===== config.mk =====
export PLATFORM = sky130hd
export DESIGN_NAME = dic_top
export DESIGN_NICKNAME = d
export VERILOG_FILES = /design/src/pkg/dic_pkg.sv /design/src/pkg/dic_flt_if.sv /design/src/design/dic_filter.sv /design/src/design/dic_decode.sv /design/src/design/dic_top.sv
export SDC_FILE = /design/constraint.sdc
export NUM_CORES = 1
export LEC_CHECK = 0
export ABC_AREA = 1
export BUFFER_PORTS_ARGS = -buffer_cell sky130_fd_sc_hd__buf_2
export CAP_MARGIN = 20
export CORE_ASPECT_RATIO = 1.25
export CORE_MARGIN = 1.5
export CORE_UTILIZATION = 57
export DETAILED_ROUTE_END_ITERATION = 10
export PLACE_DENSITY = 0.81
export SYNTH_ARGS = -nofsm -noshare
export SYNTH_HDL_FRONTEND = slang
export SYNTH_SLANG_ARGS = --single-unit

===== constraint.sdc =====
create_clock -name ref_clk_i -period 6.5 [get_ports ref_clk_i]
set_input_delay 0.65 -clock ref_clk_i [delete_from_list [all_inputs] [get_ports ref_clk_i]]
set_output_delay 0.65 -clock ref_clk_i [all_outputs]
set_load 0.005 [all_outputs]

===== src/pkg/dic_pkg.sv =====
`default_nettype none
// ---------------------------------------------------------------
// Shared constants and types
// ---------------------------------------------------------------
package dic_pkg;
	localparam int unsigned CLK_HZ        = 20000000;
	localparam int unsigned NUM_CH        = 8;
	// Filter step in microseconds, and cycles per step (rounded down)
	localparam int unsigned FLT_STEP_US   = 500;
	localparam int unsigned FLT_STEP_CYC  = (CLK_HZ / 1000000) * FLT_STEP_US;
	localparam logic [7:0]  FLT_RESET     = 8'h00;

	// Register offsets
	localparam logic [3:0] REG_CTRL      = 4'h0;
	localparam logic [3:0] REG_FILTER    = 4'h1;
	localparam logic [3:0] REG_MULTI     = 4'h2;
	localparam logic [3:0] REG_SINGLE    = 4'h3;
	localparam logic [3:0] REG_WORD      = 4'h4;
	localparam logic [3:0] REG_IRQ_STAT  = 4'h5;
	localparam logic [3:0] REG_IRQ_EN    = 4'h6;
	localparam logic [3:0] REG_IRQ_CLR   = 4'h7;
	localparam logic [3:0] REG_PINS      = 4'h8;

	// Control field positions
	localparam int unsigned CTRL_CH_LSB    = 0;
	localparam int unsigned CTRL_EVT_BIT   = 3;
	localparam int unsigned CTRL_EDGE_LSB  = 4;
	localparam int unsigned CTRL_INV_BIT   = 6;
	localparam int unsigned CTRL_REQ_BIT   = 7;
	localparam logic [7:0]  CTRL_RESET     = 8'h00;

	// Multi field positions
	localparam int unsigned MULTI_BITS_LSB = 0;
	localparam int unsigned MULTI_LSB_LSB  = 4;
	localparam int unsigned MULTI_GRAY_BIT = 7;
	localparam int unsigned MULTI_INV_BIT  = 8;
	localparam int unsigned MULTI_REQ_BIT  = 9;
	localparam logic [9:0]  MULTI_RESET    = 10'h008;
	localparam logic [3:0]  BITS_MIN       = 4'h6;
	localparam logic [3:0]  BITS_MAX       = 4'h8;

	// Interrupt bit positions
	localparam int unsigned IRQ_SINGLE   = 0;
	localparam int unsigned IRQ_EVENT    = 1;
	localparam int unsigned IRQ_WORD     = 2;
	localparam int unsigned IRQ_W        = 3;

	typedef enum logic [1:0]
	{
		EDGE_RISE = 2'h0,
		EDGE_FALL = 2'h1,
		EDGE_BOTH = 2'h2
	} dic_edge_type;
endpackage : dic_pkg
`default_nettype wire


===== src/pkg/dic_flt_if.sv =====
`timescale 1ns/1ps
`default_nettype none
// ---------------------------------------------------------------
// Filter bank carrier
// ---------------------------------------------------------------
interface dic_flt_if;
	logic [7:0] raw;
	logic [7:0] clean;
	logic [7:0] limit;
	logic       tick;
	modport filt (input raw, input limit, input tick, output clean);
	modport user (output raw, output limit, output tick, input clean);
endinterface : dic_flt_if
`default_nettype wire


===== src/design/dic_filter.sv =====
`timescale 1ns/1ps
`default_nettype none
// ---------------------------------------------------------------
// Persistence filter for all eight channels, one counter per channel
// ---------------------------------------------------------------
module dic_filter
(
	input  wire logic ref_clk_i,
	input  wire logic reset_n_i,
	input  wire logic clk_en_i,
	dic_flt_if.filt   bus
);
	import dic_pkg::*;

	typedef struct packed
	{
		logic [7:0]      clean;
		logic [7:0][7:0] cnt;
	} dic_flt_type;

	dic_flt_type st_r;
	dic_flt_type st_nxt;

	// Level accepted after limit ticks of stability, the first step partial
	always_comb
	begin
		st_nxt = st_r;
		for (int i = 0; i < 8; i++)
		begin
			if (bus.raw[i] == st_r.clean[i])
				st_nxt.cnt[i] = 8'h00;
			else if (bus.limit == 8'h00 || st_r.cnt[i] >= bus.limit)
			begin
				st_nxt.clean[i] = bus.raw[i];
				st_nxt.cnt[i]   = 8'h00;
			end
			else if (bus.tick)
				st_nxt.cnt[i] = st_r.cnt[i] + 8'h01;
		end
	end

	// Register state
	always_ff @(posedge ref_clk_i)
	begin
		if (!reset_n_i)
			st_r <= '0;
		else if (clk_en_i)
			st_r <= st_nxt;
	end

	assign bus.clean = st_r.clean;
endmodule : dic_filter
`default_nettype wire


===== src/design/dic_decode.sv =====
`timescale 1ns/1ps
`default_nettype none
// ---------------------------------------------------------------
// Word assembler and Gray decoder, combinational
// ---------------------------------------------------------------
module dic_decode
(
	input  wire logic [7:0] bits_i,
	input  wire logic [3:0] width_i,
	input  wire logic [2:0] lsb_ch_i,
	input  wire logic       gray_i,
	input  wire logic       inv_i,
	output logic      [7:0] word_o
);
	import dic_pkg::*;

	logic [7:0] rot;
	logic [7:0] sel;
	logic [7:0] mask;
	logic [7:0] bin;

	// Assemble, invert, mask, then decode
	always_comb
	begin
		rot  = 8'((bits_i >> lsb_ch_i) | (bits_i << (4'h8 - {1'b0, lsb_ch_i})));
		mask = 8'((9'h001 << width_i) - 9'h001);
		sel  = (inv_i ? ~rot : rot) & mask;
		bin  = 8'h00;
		for (int i = 7; i >= 0; i--)
		begin
			if (i == 7)
				bin[i] = sel[i];
			else
				bin[i] = bin[i + 1] ^ sel[i];
		end
		word_o = gray_i ? bin : sel;
	end
endmodule : dic_decode
`default_nettype wire


===== src/design/dic_top.sv =====
// Local design decisions: strobed register access and the placing of the registers.
`timescale 1ns/1ps
`default_nettype none
// Behaviour
// - eight inputs; single function shows the selected channel's clean level.
// - result on request, or refreshed on every qualifying filtered edge of the selected channel in event mode.
// - edge setting picks rising, falling or both for events.
// - filter 0..255 sets persistence, about 0.5 ms per unit.
// - inversion complements the single result; grounded input gives one.
// - an event triggers the whole measurement schedule.
// - multi function samples all bits together, binary or Gray.
// - binary: high is one, word read as unsigned.
// - Gray: reflected Gray decoded to its integer value.
// - word width configurable from six to eight bits.
// - lsb channel setting picks the input for bit zero.
// - optional inversion of sampled bits before conversion.
module dic_top
(
	input  wire logic        ref_clk_i,
	input  wire logic        reset_n_i,
	input  wire logic        clk_en_i,
	input  wire logic [7:0]  pins_i,
	input  wire logic [3:0]  addr_i,
	input  wire logic [15:0] wdata_i,
	input  wire logic        wr_i,
	input  wire logic        rd_i,
	output logic      [15:0] rdata_o,
	output logic             single_bit_result_o,
	output logic      [7:0]  parallel_input_word_o,
	output logic             schedule_trigger_o,
	output logic             irq_o
);
	import dic_pkg::*;

	// ---------------------------------------------------------------
	// State
	// ---------------------------------------------------------------
	typedef struct packed
	{
		logic [7:0]       s1;
		logic [7:0]       s2;
		logic [7:0]       s3;
		logic [7:0]       pins;
		logic [7:0]       ctrl;
		logic [7:0]       filt;
		logic [9:0]       multi;
		logic [14:0]      presc;
		logic             tick;
		logic             prev;
		logic             single;
		logic [7:0]       word;
		logic             trig;
		logic [IRQ_W-1:0] stat;
		logic [IRQ_W-1:0] en;
		logic [15:0]      rdata;
	} dic_top_type;

	dic_top_type st_r;
	dic_top_type st_nxt;

	dic_flt_if flt ();
	logic [7:0] dec_word;
	logic       cur;
	logic       edge_hit;
	logic [IRQ_W-1:0] set_bits;
	logic [3:0] width;

	// Clamp word width to the legal range
	function automatic logic [3:0] clamp_bits(input logic [3:0] b);
		if (b < BITS_MIN)
			clamp_bits = BITS_MIN;
		else if (b > BITS_MAX)
			clamp_bits = BITS_MAX;
		else
			clamp_bits = b;
	endfunction : clamp_bits

	// Edge qualification used for events
	function automatic logic edge_ok(input logic [1:0] m, input logic o,
		input logic n);
		if (m == EDGE_RISE)
			edge_ok = !o && n;
		else if (m == EDGE_FALL)
			edge_ok = o && !n;
		else if (m == EDGE_BOTH)
			edge_ok = o != n;
		else
			edge_ok = 1'b0;
	endfunction : edge_ok

	// ---------------------------------------------------------------
	// Sub-blocks
	// ---------------------------------------------------------------
	// Filter sees the synchronised pins
	assign flt.raw   = st_r.pins;
	assign flt.limit = st_r.filt;
	assign flt.tick  = st_r.tick;

	dic_filter u_filter
	(
		.ref_clk_i (ref_clk_i),
		.reset_n_i (reset_n_i),
		.clk_en_i  (clk_en_i),
		.bus       (flt.filt)
	);

	assign width = clamp_bits(st_r.multi[MULTI_BITS_LSB +: 4]);

	dic_decode u_decode
	(
		.bits_i   (flt.clean),
		.width_i  (width),
		.lsb_ch_i (st_r.multi[MULTI_LSB_LSB +: 3]),
		.gray_i   (st_r.multi[MULTI_GRAY_BIT]),
		.inv_i    (st_r.multi[MULTI_INV_BIT]),
		.word_o   (dec_word)
	);

	// ---------------------------------------------------------------
	// Next state
	// ---------------------------------------------------------------
	always_comb
	begin
		st_nxt = st_r;
		// Three stages; change accepted once stages two and three agree
		st_nxt.s1 = pins_i;
		st_nxt.s2 = st_r.s1;
		st_nxt.s3 = st_r.s2;
		for (int i = 0; i < 8; i++)
		begin
			if (st_r.s2[i] == st_r.s3[i])
				st_nxt.pins[i] = st_r.s3[i];
		end

		// Filter step prescaler
		st_nxt.tick = 1'b0;
		if (st_r.presc >= 15'(FLT_STEP_CYC - 1))
		begin
			st_nxt.presc = '0;
			st_nxt.tick  = 1'b1;
		end
		else
			st_nxt.presc = st_r.presc + 15'h0001;

		cur = flt.clean[st_r.ctrl[CTRL_CH_LSB +: 3]];
		edge_hit = edge_ok(st_r.ctrl[CTRL_EDGE_LSB +: 2], st_r.prev, cur);
		st_nxt.prev = cur;
		set_bits = '0;
		st_nxt.trig = 1'b0;

		if (st_r.ctrl[CTRL_EVT_BIT] && edge_hit)
		begin
			st_nxt.single = cur ^ st_r.ctrl[CTRL_INV_BIT];
			set_bits[IRQ_EVENT] = 1'b1;
			st_nxt.trig = 1'b1;
		end
		else if (st_r.ctrl[CTRL_REQ_BIT])
		begin
			st_nxt.single = cur ^ st_r.ctrl[CTRL_INV_BIT];
			set_bits[IRQ_SINGLE] = 1'b1;
		end
		st_nxt.ctrl[CTRL_REQ_BIT] = 1'b0;

		if (st_r.multi[MULTI_REQ_BIT])
		begin
			st_nxt.word = dec_word;
			set_bits[IRQ_WORD] = 1'b1;
		end
		st_nxt.multi[MULTI_REQ_BIT] = 1'b0;

		// Register writes; request bits self-clear next cycle
		if (wr_i)
		begin
			if (addr_i == REG_CTRL)
				st_nxt.ctrl = wdata_i[7:0];
			else if (addr_i == REG_FILTER)
				st_nxt.filt = wdata_i[7:0];
			else if (addr_i == REG_MULTI)
				st_nxt.multi = wdata_i[9:0];
			else if (addr_i == REG_IRQ_EN)
				st_nxt.en = wdata_i[IRQ_W-1:0];
			else if (addr_i == REG_IRQ_CLR)
				st_nxt.stat = st_r.stat & ~wdata_i[IRQ_W-1:0];
		end
		// Set wins over a same-cycle clear
		st_nxt.stat = st_nxt.stat | set_bits;

		// Read data valid the cycle after the strobe only
		st_nxt.rdata = 16'h0000;
		if (rd_i)
		begin
			if (addr_i == REG_CTRL)
				st_nxt.rdata = {8'h00, st_r.ctrl};
			else if (addr_i == REG_FILTER)
				st_nxt.rdata = {8'h00, st_r.filt};
			else if (addr_i == REG_MULTI)
				st_nxt.rdata = {6'h00, st_r.multi};
			else if (addr_i == REG_SINGLE)
				st_nxt.rdata = {15'h0000, st_r.single};
			else if (addr_i == REG_WORD)
				st_nxt.rdata = {8'h00, st_r.word};
			else if (addr_i == REG_IRQ_STAT)
				st_nxt.rdata = {13'h0000, st_r.stat};
			else if (addr_i == REG_IRQ_EN)
				st_nxt.rdata = {13'h0000, st_r.en};
			else if (addr_i == REG_PINS)
				st_nxt.rdata = {8'h00, flt.clean};
		end
	end

	// ---------------------------------------------------------------
	// Registers
	// ---------------------------------------------------------------
	always_ff @(posedge ref_clk_i)
	begin
		if (!reset_n_i)
		begin
			st_r       <= '0;
			st_r.ctrl  <= CTRL_RESET;
			st_r.filt  <= FLT_RESET;
			st_r.multi <= MULTI_RESET;
		end
		else if (clk_en_i)
			st_r <= st_nxt;
	end

	// Outputs straight from flops, except irq: a level gated from the stat and en flops
	assign rdata_o               = st_r.rdata;
	assign single_bit_result_o   = st_r.single;
	assign parallel_input_word_o = st_r.word;
	assign schedule_trigger_o    = st_r.trig;
	assign irq_o                 = |(st_r.stat & st_r.en);
endmodule : dic_top
`default_nettype wire


* After elaboration in Yosys (flattened, before gate mapping)
Index checks and enable logic that the tools add are counted.
** Cells by class
- $add $sub $neg :: 11
- Magnitude comparators :: 12
- Equality and inequality tests :: 27
- Shifts and indexed selects :: 3
- Muxes and demuxes :: 63
- Bitwise logic cells :: 26
- Reduce and logical (&&, ||, !) cells :: 56
** Operator list (number)
- $mux W8 :: 32
- $add A8 B1 Y8 const B :: 8
- $ge A8 B8 Y1 :: 8
- $mux W10 :: 6
- $reduce_and A2 Y1 :: 18
- $reduce_and A3 Y1 :: 9
- $mux W26 :: 1
- $mux W6 :: 4
- $reduce_bool A3 Y1 :: 8
- $mux W18 :: 1
- $eq A1 B1 Y1 :: 16
- $eq A4 B3 Y1 const B :: 4
- $add A15 B1 Y15 const B :: 1
- $ge A15 B14 Y1 const B :: 1
- $mux W15 :: 1
- $mux W1 :: 11
- $not A1 Y1 :: 11
- $mux W3 :: 3
- $and A8 B8 Y8 :: 1
- $eq A4 B2 Y1 const B :: 2
- $logic_not A8 Y1 :: 1
- $logic_or A1 B1 Y1 :: 8
- $mux W4 :: 2
- $not A8 Y8 :: 1
- other kinds (29) :: 40
** Storage, ports and cells
- Register bits after elaboration :: 179
- Bits of input ports :: 33
- Logic and storage cells :: 239

* Longest topological paths before layout
- Depth after elaboration :: 14
- Gate-level depth with buffers :: 27
- Depth with buffers taken out :: 24

* Hierarchy
From an unflattened synthesis, not the netlist that was laid out.
** Unflattened totals
- Cells, all modules :: 1754
- Area total of the unflattened synthesis :: 11696.2 um2
** By module, submodules not included
- dic_filter :: instances 1, cells each 929, area an instance 6085.8 um2
- dic_top :: instances 1, cells each 627, area an instance 4609.4 um2
- dic_decode :: instances 1, cells each 198, area an instance 1001.0 um2

* Worst setup path before layout
Ideal clock, no wire load.
- Kind :: register to register
- From :: reg st_r[54] (netlist name)
- To :: reg st_r (netlist bit parallel_input_word_o[0])
- Setup time :: 0.109 ns
- Data arrival time :: 2.462 ns
- Path slack :: 3.930 ns
- Cell stages (with the launch flop) :: 27
- Buffers on the path :: 3
- Period minus slack after synthesis :: 2.570 ns
- Cell sequence :: dfxtp_1 buf_4 inv_2 buf_6 ha_1 buf_2 inv_1 nand3_1 nand2_1 nand2_1 nand3_1 nand2_2 inv_2 nor2_4 nand2_2 nand3_4 nand2_4 nand2_4 nand2_2 nand2_2 nand3_1 nand3_1 nand3_1 nand2_1 nand3_1 nand2_1 inv_1
** On the way
- Longest elaborated chain between the ends :: 14
- Elaborated cells between the ends (all ways) :: 15
- Classes of those cells :: 1 x add/sub; 2 x shift; 2 x mux; 10 x bitwise
** RTL lines
- start: declaration :: RTL line dic_top.sv:58 : dic_top_type st_r;
- start signal: assignment :: RTL line dic_top.sv:224 : st_r <= st_nxt;
- $sub A4 B3 Y4 :: RTL line dic_decode.sv:25 : rot = 8'((bits_i >> lsb_ch_i) | (bits_i << (4'h8 - {1'b0, lsb_ch_i})));
- $shl A8 B4 Y8 :: RTL line dic_decode.sv:25
- $or A8 B8 Y8 (*) :: RTL line dic_decode.sv:25
- $not A8 Y8 :: RTL line dic_decode.sv:27 : sel = (inv_i ? ~rot : rot) & mask;
- $mux W8 (*) :: RTL line dic_decode.sv:27
- $and A8 B8 Y8 (*) :: RTL line dic_decode.sv:27
- $xor A1 B1 Y1 (7 in a row) :: RTL line dic_decode.sv:34 : bin[i] = bin[i + 1] ^ sel[i];
- $mux W7 (*) :: RTL line dic_decode.sv:36 : word_o = gray_i ? bin : sel;
Every way passes the cells marked *; elsewhere a longest branch is shown, timed or not.
A chain may end at the register's enable or synchronous reset.

* Worst setup path in the final report
- From :: reg st_r[53] (netlist name)
- To :: reg st_r (netlist bit parallel_input_word_o[0])
Same word-level chain as after synthesis.

==> flow_summary.json <==
{
  "fp-row-count": 54,
  "cts_inserted_buffers": 17,
  "ys_seq_area_share_pct": 33.6,
  "drive_gt1_share_pct": 8.24,
  "dieWidth_um": 123,
  "tightestPinTransition_ps": 854,
  "powerDensity_mw_per_mm2": 213,
  "core-area_mm2": 0.0176,
  "syn_to_final_growth_pct": 7.34,
  "num_antenna_cells": 0,
  "start_util_pct": 58.6,
  "critPathMaxFanout": 14,
  "mostFrequentLayoutCells": "nand2_1, dfxtp_1, a21oi_1, nor2_1, inv_1",
  "placed_area_mm2": 0.0105,
  "route.detailed.drc": 0,
  "hold_path_class": "in2reg",
  "layout.nets": 1566,
  "grt_pass1_wl_mm": 41.7,
  "postCtsHoldBufs": 0,
  "final_area_mm2": 0.0111,
  "path_class": "reg2reg",
  "clock_path_buffers": 2,
  "numPortBuffers": 47,
  "maxSlewViolCount": 0,
  "final.period_utilization_pct": 48.8,
  "run_status": "finished clean",
  "fmax_ghz": 0.315,
  "wl_mm": 25.4,
  "cts.reportedPaths.clkPinSlew_ps": 80,
  "postSynthAreaPerCell_um2": 7.12,
  "dp.cells": 1660,
  "num_vias": 9678,
  "wl_per_cell_um": 15.0,
  "grt_max_degree": 77,
  "synth_warnings": 0,
  "power_leakage_uw": 0.00458,
  "grt.overflow.total": 0,
  "cts_resized": 0,
  "antenna_found_initial": 0,
  "cts_tree": "built",
  "worstSetupEndpointType": "register",
  "drtAntennaViolNets": 0,
  "grtUsageTotal_pct": 27.6,
  "vias_per_cell": 5.72,
  "hold_viol": 0,
  "cts_root_buffer": "clkbuf_16",
  "synth_area_mm2": 0.0103,
  "whs_ps": 421,
  "io_pins": 60,
  "cts_num_sinks": 173,
  "dpl.hpwl_mm": 18.1,
  "setup_tns_ps": 0,
  "relSlewSlack_pct": 43.1,
  "die_area_mm2": 0.0189,
  "grt_pass1_vias": 9174,
  "min_period_ps": 3170,
  "vdd_drop_max_v": 0.000188,
  "post_cts.repair.setup_buffers": 0,
  "dpl_worst_slack_ps": 3340,
  "cp-start-kind": "register",
  "rsz0062_at_grt": "false",
  "setup_viol": 0,
  "dieHeight_um": 153,
  "layout_commonest_cell": "nand2_1",
  "crit_arrival_ps": 3520,
  "max_cap_viol_count": 0,
  "synth_cells": 1447,
  "final_cells": 1693,
  "gp_congestion": 0.900,
  "critPathRequiredTime_ps": 6850,
  "clk_latency_ps": 450,
  "layout_setup_ws_ps": 3330,
  "synth-seq-cells": 173,
  "htreeDepth": 4,
  "n_fill_cell": 1584,
  "synth_cell_types": 51,
  "fin_skew_ps": 10.7,
  "first_pass_iters": 5,
  "drt_iter0_drc": 659
}
## logic make-up (layout without fill, tap and decap cells)
logic type	count (synthesis)	count (layout)	share of synthesized area, %
buffers and inverters	220	236	9.33
adder cells (fa/ha/maj)	77	77	9.35
XOR/XNOR	41	41	3.49
other	2	8	0.0729
AO/OA/AOI/OAI	380	380	20.4
flip-flops	173	173	33.6
AND/OR/NAND/NOR	554	554	23.8
## per-stage QoR
stage / power, µW / util, %
floorplan: 1300 / -
global placement: 1350 / 59.6
detailed placement: 1350 / 59.6
CTS: 2350 / 62.9
global route: 2440 / 62.9
finish: 2350 / 62.9
## synth_stat cells (all sizes together)
master / count / area, µm²
o21a: 9 / 67.6
clkbuf: 34 / 131
xor2: 30 / 263
a2111oi: 6 / 52.6
a41oi: 1 / 8.76
a21oi: 171 / 856
o311a: 1 / 10.0
o311ai: 1 / 8.76
nand3: 81 / 450
a21o: 1 / 7.51
buf: 34 / 259
clkinv: 2 / 7.51
o221ai: 10 / 87.6
nor4: 3 / 18.8
nor2: 151 / 584
o21ai: 141 / 709
o211ai: 12 / 90.1
a211oi: 11 / 82.6
dfxtp: 173 / 3460
ha: 77 / 963
and2: 3 / 21.3
o21bai: 1 / 7.51
a31o: 2 / 17.5
inv: 150 / 563
nand4: 25 / 156
a21boi: 1 / 7.51
nand3b: 9 / 67.6
nor3b: 3 / 22.5
or2: 7 / 43.8
nand2: 254 / 991
a221oi: 1 / 8.76
or3: 1 / 6.26
o211a: 2 / 20.0
xnor2: 11 / 96.3
a31oi: 3 / 18.8
o22ai: 6 / 37.5
nor3: 17 / 85.1
conb: 2 / 7.51
## where the power goes
group	internal [µW]	switching (µW)
sequential	1080	22.4
combinational	76.6	151
clock	542	474
## registers in the layout, summed over array words and instances (netlist names)
signal and flops:
flt.limit 8, parallel_input_word_o 8, flt.tick 1, u_filter.st_r 64, rdata_o 10, schedule_trigger_o 1
flt.raw 8, st_r 48, single_bit_result_o 1, st_nxt 16, u_filter.bus.clean 8
## final timing paths
path / from / end / slack [ps] / cells past startpoint
max: st_r[53] / parallel_input_word_o[0] / 3330 / 21
min: pins_i[3] / st_nxt[94] / 420 / 3
max reg2reg: st_r[53] / parallel_input_word_o[0] / 3330 / 21
min reg2reg: st_r[48] / st_r[48] / 450 / 2
## critical path, stage by stage, from the launching register on
cell,delay (ps)
dfxtp_1,560
inv_2,210
ha_1,500
inv_1,160
nand3_1,120
nand2_1,80
nand2_1,80
nand3_1,80
nand2_1,100
inv_2,60
nor2_4,110
nand2_2,80
nand3_1,80
nand3_1,80
nand3_1,140
nand3_1,140
nand3_1,130
nand3_1,90
nand2_1,80
nand3_1,80
nand2_1,70
inv_1,40
## metal layers
layer / wire length, µm / global-route usage [%]
met1: 10300 / 30.1
met2: 12300 / 47.4
met3: 1240 / 6.01
met4: 1530 / 17.6
met5: 0 / 0
## final cells by class
class                           instances  area (µm²)  area share, %
Clock buffer                           18         429           3.88
Clock inverter                         14         144           1.30
Inverter                              152         571           5.16
Multi-Input combinational cell       1060        5900           53.3
Sequential cell                       173        3460           31.3
Tap cell                              224         280           2.54
Timing Repair Buffer                   52         270           2.44
No activity file was read; power rests on OpenSTA's default activity.
